===== src/verilog/eafsl_pkg.sv =====
// Constants and types shared by the extra-area flag launch controller.
// Assumes a 32-bit APB slave side for software and an APB master side
// reaching the flash sequencer register window of the device.
package eafsl_pkg;

   // ----------------------------------------------------------------
   // Software-facing register offsets (byte addresses)
   // ----------------------------------------------------------------
   localparam logic [7:0] SW_CMD_OFS    = 8'h00;
   localparam logic [7:0] SW_ARGA_OFS   = 8'h04;
   localparam logic [7:0] SW_ARGB_OFS   = 8'h08;
   localparam logic [7:0] SW_STATUS_OFS = 8'h0c;
   localparam logic [7:0] SW_SECRD_OFS  = 8'h10;

   // Command codes in the command register
   localparam logic [1:0] CMD_NONE      = 2'h0;
   localparam logic [1:0] CMD_BOOT_PROT = 2'h1;
   localparam logic [1:0] CMD_BOOT_SWAP = 2'h2;
   localparam logic [1:0] CMD_SHIELD    = 2'h3;

   // Status register bit positions
   localparam int ST_BUSY_BIT    = 0;
   localparam int ST_DONE_BIT    = 1;
   localparam int ST_REFUSED_BIT = 2;
   localparam int ST_SWAPSET_BIT = 3;

   // ----------------------------------------------------------------
   // Device register map (byte addresses on the master side)
   // ----------------------------------------------------------------
   localparam logic [15:0] DEV_AREA_SEL_ADDR  = 16'h0000;
   localparam logic [15:0] DEV_SEC_FLAG_ADDR  = 16'h0004;
   localparam logic [15:0] DEV_WDATA_LO_ADDR  = 16'h0008;
   localparam logic [15:0] DEV_WDATA_HI_ADDR  = 16'h000c;
   localparam logic [15:0] DEV_SEQ_START_ADDR = 16'h0010;
   localparam logic [15:0] DEV_SWAP_SET_ADDR  = 16'h0014;
   localparam logic [15:0] DEV_SEQ_STAT_ADDR  = 16'h0018;

   // Device register values and field positions
   localparam logic [7:0]  AREA_SEL_EXTRA    = 8'h01;
   localparam logic [7:0]  START_SEC_FLAG    = 8'h81;
   localparam logic [7:0]  START_SHIELD      = 8'h82;
   localparam logic [15:0] MASK_ALL_ONES     = 16'hffff;
   localparam logic [15:0] MASK_BOOT_CLUS1   = 16'hfeff;
   localparam int          BOOT_FLAG_BIT     = 8;
   localparam int          BOOT_PROT_BIT     = 9;
   localparam int          TMP_SWAP_MODE_BIT = 7;
   localparam int          TMP_BOOT_SEL_BIT  = 6;
   localparam int          BLOCK_NUM_W       = 10;
   localparam logic [7:0]  CLUSTER1_CODE     = 8'h00;

   // Device sequencer status bits
   localparam int DST_CODE_MODE_BIT  = 0;
   localparam int DST_FLASH_BUSY_BIT = 1;
   localparam int DST_EXTRA_BUSY_BIT = 2;

   // One master-side transfer
   typedef struct packed {
      logic [15:0] addr;
      logic        write;
      logic [31:0] wdata;
   } eafsl_xfer_t;

endpackage : eafsl_pkg


===== src/verilog/eafsl_ctrl.sv =====
// Extra-area flag launch controller: takes a command from software over
// APB and drives the device flash sequencer registers over an APB master.
// Assumes the device answers every master access with pready eventually.
`timescale 1ns/100ps

module eafsl_ctrl (
   input  wire logic        clock,
   input  wire logic        rst_n,
   // Software APB slave
   input  wire logic        psel,
   input  wire logic        penable,
   input  wire logic        pwrite,
   input  wire logic [7:0]  paddr,
   input  wire logic [31:0] pwdata,
   output logic [31:0]      prdata,
   output logic             pready,
   output logic             pslverr,
   // Device APB master
   output logic             mPsel,
   output logic             mPenable,
   output logic             mPwrite,
   output logic [15:0]      mPaddr,
   output logic [31:0]      mPwdata,
   input  wire logic [31:0] mPrdata,
   input  wire logic        mPready
);

   // ----------------------------------------------------------------
   // Sequencer states, Gray coded along the boot swap launch path
   // ----------------------------------------------------------------
   typedef enum logic [3:0] {
      ST_IDLE   = 4'h0,
      ST_CHECK  = 4'h1,
      ST_RDSWAP = 4'h3,
      ST_RDSEC  = 4'h2,
      ST_WRSWAP = 4'h6,
      ST_SELECT = 4'h7,
      ST_WRLOW  = 4'h5,
      ST_WRHIGH = 4'h4,
      ST_START  = 4'hc,
      ST_POLL   = 4'hd
   } eafsl_state_t;

   eafsl_state_t        state_ff;
   eafsl_state_t        nxt_state;
   logic [1:0]          cmd_ff;
   logic [15:0]         argA_ff;
   logic [15:0]         argB_ff;
   logic [15:0]         secFlag_ff;
   logic [15:0]         swapSet_ff;
   logic                busy_ff;
   logic                done_ff;
   logic                refused_ff;
   logic                swapSet_ok_ff;
   logic                mPsel_ff;
   logic                mPenable_ff;
   eafsl_pkg::eafsl_xfer_t xfer_ff;
   eafsl_pkg::eafsl_xfer_t stepXfer;
   logic [31:0]         prdata_ff;
   logic                swWrite;
   logic                swRead;
   logic                mapped;
   logic                launchCmd;
   logic                xferDone;
   logic                cluster1;
   logic [15:0]         lowMask;

   // ----------------------------------------------------------------
   // Software register access
   // ----------------------------------------------------------------
   // Zero-wait slave keeps the software side simple to model
   // Misaligned and unmapped offsets both answer with an error
   assign pready  = 1'b1;
   assign swWrite = psel && penable && pwrite;
   assign swRead  = psel && !penable && !pwrite;
   assign mapped  = (paddr == eafsl_pkg::SW_CMD_OFS)
                 || (paddr == eafsl_pkg::SW_ARGA_OFS)
                 || (paddr == eafsl_pkg::SW_ARGB_OFS)
                 || (paddr == eafsl_pkg::SW_STATUS_OFS)
                 || (paddr == eafsl_pkg::SW_SECRD_OFS);
   assign pslverr = psel && penable && !mapped;
   assign prdata  = prdata_ff;

   // A command write while busy is dropped; status shows no change
   // Command value zero is no command and is dropped too
   assign launchCmd = swWrite && !busy_ff && (paddr == eafsl_pkg::SW_CMD_OFS)
                   && (pwdata[1:0] != eafsl_pkg::CMD_NONE);

   // Read data registered in the setup cycle, valid in the access phase
   // Unmapped reads return zero alongside the error
   always_ff @(posedge clock or negedge rst_n) begin
      if (!rst_n) begin
         prdata_ff <= 32'h0000_0000;
      end else if (swRead) begin
         case (paddr)
            eafsl_pkg::SW_CMD_OFS:    prdata_ff <= {30'h0000_0000, cmd_ff};
            eafsl_pkg::SW_ARGA_OFS:   prdata_ff <= {16'h0000, argA_ff};
            eafsl_pkg::SW_ARGB_OFS:   prdata_ff <= {16'h0000, argB_ff};
            eafsl_pkg::SW_STATUS_OFS: prdata_ff <= {28'h000_0000, swapSet_ok_ff,
                                                    refused_ff, done_ff, busy_ff};
            eafsl_pkg::SW_SECRD_OFS:  prdata_ff <= {16'h0000, secFlag_ff};
            default:                  prdata_ff <= 32'h0000_0000;
         endcase
      end
   end

   // Argument registers, frozen while a launch runs
   // Only the low half is kept; upper bits never matter
   always_ff @(posedge clock or negedge rst_n) begin
      if (!rst_n) begin
         argA_ff <= 16'h0000;
         argB_ff <= 16'h0000;
      end else if (swWrite && !busy_ff) begin
         if (paddr == eafsl_pkg::SW_ARGA_OFS) begin
            argA_ff <= pwdata[15:0];
         end
         if (paddr == eafsl_pkg::SW_ARGB_OFS) begin
            argB_ff <= pwdata[15:0];
         end
      end
   end

   // Command latch
   // Feeds the step decode and the command readback
   always_ff @(posedge clock or negedge rst_n) begin
      if (!rst_n) begin
         cmd_ff <= eafsl_pkg::CMD_NONE;
      end else if (launchCmd) begin
         cmd_ff <= pwdata[1:0];
      end
   end

   // ----------------------------------------------------------------
   // Derived write data
   // ----------------------------------------------------------------
   // Code 0x00 is cluster 1, every other code falls back to cluster 0
   assign cluster1 = (argA_ff[7:0] == eafsl_pkg::CLUSTER1_CODE);
   assign lowMask  = cluster1 ? eafsl_pkg::MASK_BOOT_CLUS1
                              : eafsl_pkg::MASK_ALL_ONES;

   // Transfer for the current step
   // Reads drive zero write data to keep the bus quiet
   always_comb begin
      stepXfer = '{addr: 16'h0000, write: 1'b0, wdata: 32'h0000_0000};
      case (state_ff)
         ST_CHECK:  stepXfer.addr = eafsl_pkg::DEV_SEQ_STAT_ADDR;
         ST_RDSWAP: stepXfer.addr = eafsl_pkg::DEV_SWAP_SET_ADDR;
         ST_RDSEC:  stepXfer.addr = eafsl_pkg::DEV_SEC_FLAG_ADDR;
         // Other swap bits go back exactly as read
         ST_WRSWAP: begin
            stepXfer.addr  = eafsl_pkg::DEV_SWAP_SET_ADDR;
            stepXfer.write = 1'b1;
            stepXfer.wdata = {16'h0000, swapSet_ff};
            stepXfer.wdata[eafsl_pkg::TMP_SWAP_MODE_BIT] = 1'b1;
            // Flag 0 means cluster 1, select 1 means cluster 1
            stepXfer.wdata[eafsl_pkg::TMP_BOOT_SEL_BIT] =
               ~secFlag_ff[eafsl_pkg::BOOT_FLAG_BIT];
         end
         ST_SELECT: begin
            stepXfer.addr  = eafsl_pkg::DEV_AREA_SEL_ADDR;
            stepXfer.write = 1'b1;
            stepXfer.wdata = {24'h00_0000, eafsl_pkg::AREA_SEL_EXTRA};
         end
         ST_WRLOW: begin
            stepXfer.addr  = eafsl_pkg::DEV_WDATA_LO_ADDR;
            stepXfer.write = 1'b1;
            case (cmd_ff)
               eafsl_pkg::CMD_BOOT_PROT: begin
                  stepXfer.wdata = {16'h0000, secFlag_ff};
                  stepXfer.wdata[eafsl_pkg::BOOT_PROT_BIT] = 1'b0;
               end
               eafsl_pkg::CMD_BOOT_SWAP: stepXfer.wdata = {16'h0000, lowMask};
               default: stepXfer.wdata =
                  {22'h00_0000, argA_ff[eafsl_pkg::BLOCK_NUM_W-1:0]};
            endcase
         end
         ST_WRHIGH: begin
            stepXfer.addr  = eafsl_pkg::DEV_WDATA_HI_ADDR;
            stepXfer.write = 1'b1;
            if (cmd_ff == eafsl_pkg::CMD_SHIELD) begin
               stepXfer.wdata =
                  {22'h00_0000, argB_ff[eafsl_pkg::BLOCK_NUM_W-1:0]};
            end else begin
               stepXfer.wdata = {16'h0000, eafsl_pkg::MASK_ALL_ONES};
            end
         end
         ST_START: begin
            stepXfer.addr  = eafsl_pkg::DEV_SEQ_START_ADDR;
            stepXfer.write = 1'b1;
            stepXfer.wdata = (cmd_ff == eafsl_pkg::CMD_SHIELD)
                           ? {24'h00_0000, eafsl_pkg::START_SHIELD}
                           : {24'h00_0000, eafsl_pkg::START_SEC_FLAG};
         end
         ST_POLL:   stepXfer.addr = eafsl_pkg::DEV_SEQ_STAT_ADDR;
         default:   stepXfer = '{addr: 16'h0000, write: 1'b0, wdata: 32'h0000_0000};
      endcase
   end

   // ----------------------------------------------------------------
   // Device APB master
   // ----------------------------------------------------------------
   // One idle cycle between transfers; costs speed, keeps setup clean
   // No timeout: a device that never answers stalls the launch
   assign xferDone = mPsel_ff && mPenable_ff && mPready;

   // Setup loads the step; access waits on the device ready
   always_ff @(posedge clock or negedge rst_n) begin
      if (!rst_n) begin
         mPsel_ff    <= 1'b0;
         mPenable_ff <= 1'b0;
         xfer_ff     <= '{addr: 16'h0000, write: 1'b0, wdata: 32'h0000_0000};
      end else if (xferDone) begin
         mPsel_ff    <= 1'b0;
         mPenable_ff <= 1'b0;
      end else if (mPsel_ff) begin
         mPenable_ff <= 1'b1;
      end else if (state_ff != ST_IDLE) begin
         mPsel_ff <= 1'b1;
         xfer_ff  <= stepXfer;
      end
   end

   assign mPsel    = mPsel_ff;
   assign mPenable = mPenable_ff;
   assign mPwrite  = xfer_ff.write;
   assign mPaddr   = xfer_ff.addr;
   assign mPwdata  = xfer_ff.wdata;

   // Captured device registers
   // Only reads whose values feed later writes are kept
   always_ff @(posedge clock or negedge rst_n) begin
      if (!rst_n) begin
         secFlag_ff <= 16'h0000;
         swapSet_ff <= 16'h0000;
      end else if (xferDone) begin
         if (state_ff == ST_RDSEC) begin
            secFlag_ff <= mPrdata[15:0];
         end
         if (state_ff == ST_RDSWAP) begin
            swapSet_ff <= mPrdata[15:0];
         end
      end
   end

   // ----------------------------------------------------------------
   // Launch sequencer
   // ----------------------------------------------------------------
   // Refused launches end after the status read, writing nothing
   // Shield window needs no flag read and goes straight to select
   always_comb begin
      nxt_state = state_ff;
      case (state_ff)
         ST_IDLE: if (launchCmd) nxt_state = ST_CHECK;
         ST_CHECK: if (xferDone) begin
            if (!mPrdata[eafsl_pkg::DST_CODE_MODE_BIT]
                || mPrdata[eafsl_pkg::DST_FLASH_BUSY_BIT]
                || mPrdata[eafsl_pkg::DST_EXTRA_BUSY_BIT]) begin
               nxt_state = ST_IDLE;
            end else if (cmd_ff == eafsl_pkg::CMD_SHIELD) begin
               nxt_state = ST_SELECT;
            end else if (cmd_ff == eafsl_pkg::CMD_BOOT_SWAP) begin
               nxt_state = ST_RDSWAP;
            end else begin
               nxt_state = ST_RDSEC;
            end
         end
         ST_RDSWAP: if (xferDone) nxt_state = ST_RDSEC;
         ST_RDSEC: if (xferDone) begin
            // Swap bit only written while temporary mode still clear
            if (cmd_ff == eafsl_pkg::CMD_BOOT_SWAP
                && !swapSet_ff[eafsl_pkg::TMP_SWAP_MODE_BIT]) begin
               nxt_state = ST_WRSWAP;
            end else begin
               nxt_state = ST_SELECT;
            end
         end
         ST_WRSWAP: if (xferDone) nxt_state = ST_SELECT;
         ST_SELECT: if (xferDone) nxt_state = ST_WRLOW;
         ST_WRLOW:  if (xferDone) nxt_state = ST_WRHIGH;
         ST_WRHIGH: if (xferDone) nxt_state = ST_START;
         ST_START:  if (xferDone) nxt_state = ST_POLL;
         // Completion check comes before any other sequencer access
         ST_POLL: if (xferDone && !mPrdata[eafsl_pkg::DST_EXTRA_BUSY_BIT]) begin
            nxt_state = ST_IDLE;
         end
         default: nxt_state = ST_IDLE;
      endcase
   end

   // State register, cleared straight to idle
   always_ff @(posedge clock or negedge rst_n) begin
      if (!rst_n) begin
         state_ff <= ST_IDLE;
      end else begin
         state_ff <= nxt_state;
      end
   end

   // ----------------------------------------------------------------
   // Status flags
   // ----------------------------------------------------------------
   // New command clears old results; they only set while busy, so no clash
   // Done and refused stand until the next accepted command
   always_ff @(posedge clock or negedge rst_n) begin
      if (!rst_n) begin
         busy_ff       <= 1'b0;
         done_ff       <= 1'b0;
         refused_ff    <= 1'b0;
         swapSet_ok_ff <= 1'b0;
      end else if (launchCmd) begin
         busy_ff       <= 1'b1;
         done_ff       <= 1'b0;
         refused_ff    <= 1'b0;
         swapSet_ok_ff <= 1'b0;
      end else if (busy_ff && nxt_state == ST_IDLE) begin
         busy_ff    <= 1'b0;
         done_ff    <= (state_ff == ST_POLL);
         refused_ff <= (state_ff == ST_CHECK);
      end else if (state_ff == ST_WRSWAP && xferDone) begin
         swapSet_ok_ff <= 1'b1;
      end
   end

endmodule : eafsl_ctrl


===== config.mk =====
export PLATFORM = sky130hd
export DESIGN_NAME = eafsl_ctrl
export DESIGN_NICKNAME = d
export VERILOG_FILES = /design/src/verilog/eafsl_pkg.sv /design/src/verilog/eafsl_ctrl.sv
export SDC_FILE = /design/constraint.sdc
export NUM_CORES = 1
export LEC_CHECK = 0
export ABC_AREA = 1
export CORE_UTILIZATION = 25
export CTS_BUF_LIST = sky130_fd_sc_hd__clkbuf_16
export DETAILED_ROUTE_END_ITERATION = 7
export DONT_BUFFER_PORTS = 1
export SLEW_MARGIN = 10
export SYNTH_ARGS = -nofsm -noshare
export SYNTH_HDL_FRONTEND = slang
export SYNTH_SLANG_ARGS = --single-unit

===== constraint.sdc =====
create_clock -name clock -period 1.7 [get_ports clock]
set_input_delay 0.51 -clock clock [delete_from_list [all_inputs] [get_ports clock]]
set_output_delay 0.51 -clock clock [all_outputs]
set_load 0.005 [all_outputs]

==> impl_metrics.env <==
export IMPL_cp_arrival_ns=1.19
export IMPL_multi_input_area_um2=2407
export IMPL_whs_ns=-0.1523
export IMPL_clockRootBuffer="clkbuf_16"
export IMPL_synth_top_family_by_area="simple AND/OR/NAND/NOR gates"
export IMPL_syn_inst=722
export IMPL_drv_cap=0
export IMPL_yosysTopAreaCellShare_pct=47.98
export IMPL_finalHoldViolations=111
export IMPL_worst_setup_path_start_kind="input pin"
export IMPL_dr_pass1_iters=5
export IMPL_yosys_area_share_xor_xnor_pct=0
export IMPL_hp_class="input pin to asynchronous set/reset pin"
export IMPL_highest_layer="met4"
export IMPL_cts_sinks=111
export IMPL_wl_met1_mm=7.101
export IMPL_dieArea_um2=23770
export IMPL_cpLargestDelayFamily="simple AND/OR/NAND/NOR gates"
export IMPL_area_growth_synth_to_final_pct=15.06
export IMPL_drt_iter0_drc=328
export IMPL_final_max_slew_violation_count=0
export IMPL_synth_simple_area_share_pct=19.82
export IMPL_fin_crit_ns=1.699
export IMPL_synth_seq_cells=111
export IMPL_wl_per_cell_um=15.12
export IMPL_antenna_cells=0
export IMPL_finalSetupViolations=0
export IMPL_portBuffers=0
export IMPL_core_region_area_um2=22640
export IMPL_status="finished, violations left"
export IMPL_num_rows=55
export IMPL_synth_top_cells_by_area="dfrtp_1, nand2_1, o21ai_0"
export IMPL_dp_hpwl_mm=11.92
export IMPL_remaining_drc_errors=0
export IMPL_vias_per_cell=4.462
export IMPL_failed_checks="hold timing"
export IMPL_ys_types=35
export IMPL_mostFrequentLayoutCell="nand2_1"
export IMPL_route_vias_total=4681
export IMPL_cts_inserted_buffers=9
export IMPL_regArea_um2=2780
export IMPL_ios=163
export IMPL_grt_pass1_vias=4404
export IMPL_critPathKind="input pin to primary output"
export IMPL_synth_edf_count=0
export IMPL_htreeDepth=3
export IMPL_synth_mux_area_share_pct=0
export IMPL_critPathCaptureType="primary output"
export IMPL_r2r_start="cmd_ff[1]"
export IMPL_power_leakage_uw=0.003199
export IMPL_worstMarginPinSlew_ns=0.5621
export IMPL_clock_skew_final_ns=0.01502
export IMPL_slew_headroom_pct=62.49
export IMPL_grtUsageTotal_pct=13.65
export IMPL_rsz0062_at_grt="yes"
export IMPL_grt_max_degree=112
export IMPL_routed_wl_met3_mm=1.012
export IMPL_yosysSeqAreaShare_pct=47.98
export IMPL_worstPathCellList="nor2_4 > nand2_2 > nor2_2 > nand4_1 > inv_2 > a211oi_2 > buf_4"
export IMPL_mostFrequentLayoutCells="nand2_1, dfrtp_1, inv_1, o21ai_0, conb_1"
export IMPL_cp_slowest_cell="buf_4"
export IMPL_syn_avg_cell_area_um2=8.018
export IMPL_die_w_um=154.2
export IMPL_syn_cell_area_um2=5789
export IMPL_synth_warnings=0
export IMPL_fillerInstances=2472
export IMPL_totalWireLength_mm=15.86
export IMPL_slowest_delay_ns=0.15
export IMPL_fmax_mhz=588.6
export IMPL_die_y_um=154.2
export IMPL_ant_nets=0
export IMPL_crit_path_start="paddr[1]"
export IMPL_place_congestion=0.8976
export IMPL_finalCritPeriodShare_pct=99.94
export IMPL_clkTransAtPathRegs_ns=0.08
export IMPL_path_buf_inv=2
export IMPL_cellPowerDensity_nw_per_um2=1120
export IMPL_grt_first_pass_wirelength_mm=24.77
export IMPL_report_power_total_uw=7464
export IMPL_cp_max_fo=2
export IMPL_tritoncts="yes"
export IMPL_start_util_pct=25.57
export IMPL_synth_compound_area_share_pct=16.73
export IMPL_antenna_found_initial=0
export IMPL_clockBufferDepth=2
export IMPL_synthArstFlopShare_pct=100.0
export IMPL_overflow=0
export IMPL_placed_cell_area_um2=6228
export IMPL_required_ns=1.19
export IMPL_wl_met2_mm=7.622
export IMPL_vdd_drop_max_mv=0.4695
export IMPL_synthFlopType="dfrtp_1"
export IMPL_synth_area_leader_cell="dfrtp_1"
export IMPL_synth_adder_area_share_pct=0.6484
export IMPL_final_nets=840
export IMPL_layout_drive_gt1_share_pct=17.02
export IMPL_insertion_delay_ns=0.36
export IMPL_final_area_um2=6661
==> synthesized netlist by cell type, types with 3 or more instances <==
cell type / n
a21o_1: 8
a21oi_1: 10
a31oi_1: 11
buf_2: 11
buf_4: 46
clkbuf_1: 12
dfrtp_1: 111
ha_1: 3
inv_1: 96
inv_2: 11
nand2_1: 175
nand2_2: 5
nand3_1: 18
nand3_2: 3
nand4_1: 10
nor2_1: 24
nor2_2: 10
nor2_4: 5
nor3_1: 3
o211ai_1: 9
o21ai_0: 85
o21ai_1: 25
o22ai_1: 15
==> per-stage QoR <==
stage	hold slack [ns]	instances	setup WS, ns	util [%]	setup TNS (ns)
finish	-0.1523	1049	0.001078	29.42	0
global route	-0.1719	1049	-0.05554	29.42	-0.1140
CTS	-0.1673	1044	-0.008604	28.81	-0.008604
detailed placement	0.2182	1027	-0.04528	27.51	-0.3004
global placement	0.2181	1027	-0.03326	27.51	-0.03650
floorplan	0.2144	766	0.003761	-	0
==> flip-flops by register name, indices dropped and copies added (netlist names) <==
register and cells:
state_ff 4, secFlag_ff 16, swapSet_ff 15, done_ff 1
swapSet_ok_ff 1, cmd_ff 2, refused_ff 1, busy_ff 1
mPwrite 1, argA_ff 16, mPaddr 3, mPenable 1
mPwdata 16, mPsel 1, prdata 16, argB_ff 16
==> cells by family (layout without fill, tap and decap cells) <==
family          Yosys count  in the layout
fa+ha+maj                 3              3
simple gates            257            257
other cells               2             46
flops                   111            111
buf+inv                 177            175
compound gates          172            172
==> worst reg2reg max path, stage by stage (launching register included) <==
cell and delay (ns):
dfrtp_2 0.45, buf_6 0.14, ha_4 0.16, inv_4 0.05
nand2_2 0.04, nand3_2 0.06, nand2_1 0.05, nand2_1 0.05
nand2_1 0.04, inv_1 0.06, nand2_2 0.06, nor2_4 0.14
nand2_2 0.08, nand3_1 0.07, nand2_1 0.05
==> power by group <==
| group | total [µW] | switching, µW | internal, µW | leakage [µW] |
|---|---|---|---|---|
| Clock | 2050 | 1040 | 1010 | 0.000137 |
| Sequential | 3510 | 407 | 3100 | 0.00150 |
| Combinational | 1900 | 1190 | 710 | 0.00156 |
==> metal layers <==
metal,up-vias,global-route usage [%]
li1,2323,-
met4,0,2.762
met3,13,3.699
met2,130,22.58
met5,-,0
met1,2215,17.84
==> path summary, 6_finish.rpt <==
| path | end | slack [ns] | cells after the start |
|---|---|---|---|
| max in group asynchronous | swapSet_ff[1] | 1.56 | 0 |
| min reg2reg | swapSet_ff[13] | 0.49 | 2 |
| max | pslverr | 0.001 | 7 |
| min in group clock | argA_ff[8] | 0.30 | 2 |
| min | mPwrite | -0.15 | 0 |
| max reg2reg | refused_ff | 0.08 | 14 |
==> cell type report <==
cell class	count	share of cell area (%)
sequential	111	41.74
clock buffer	9	3.381
timing repair buffer	51	6.349
inverter	108	6.217
clock inverter	7	0.8264
tap	285	5.353
multi-input combinational	478	36.14
==> what timing repair did <==
item	in CTS	in global routing
resized for setup	4	33
endpoints found under the hold margin	111	111
setup endpoints to repair	3	17
pin swaps	1	9
buffers inserted	1	5
Note: power is estimated with default switching activity, not from simulation.
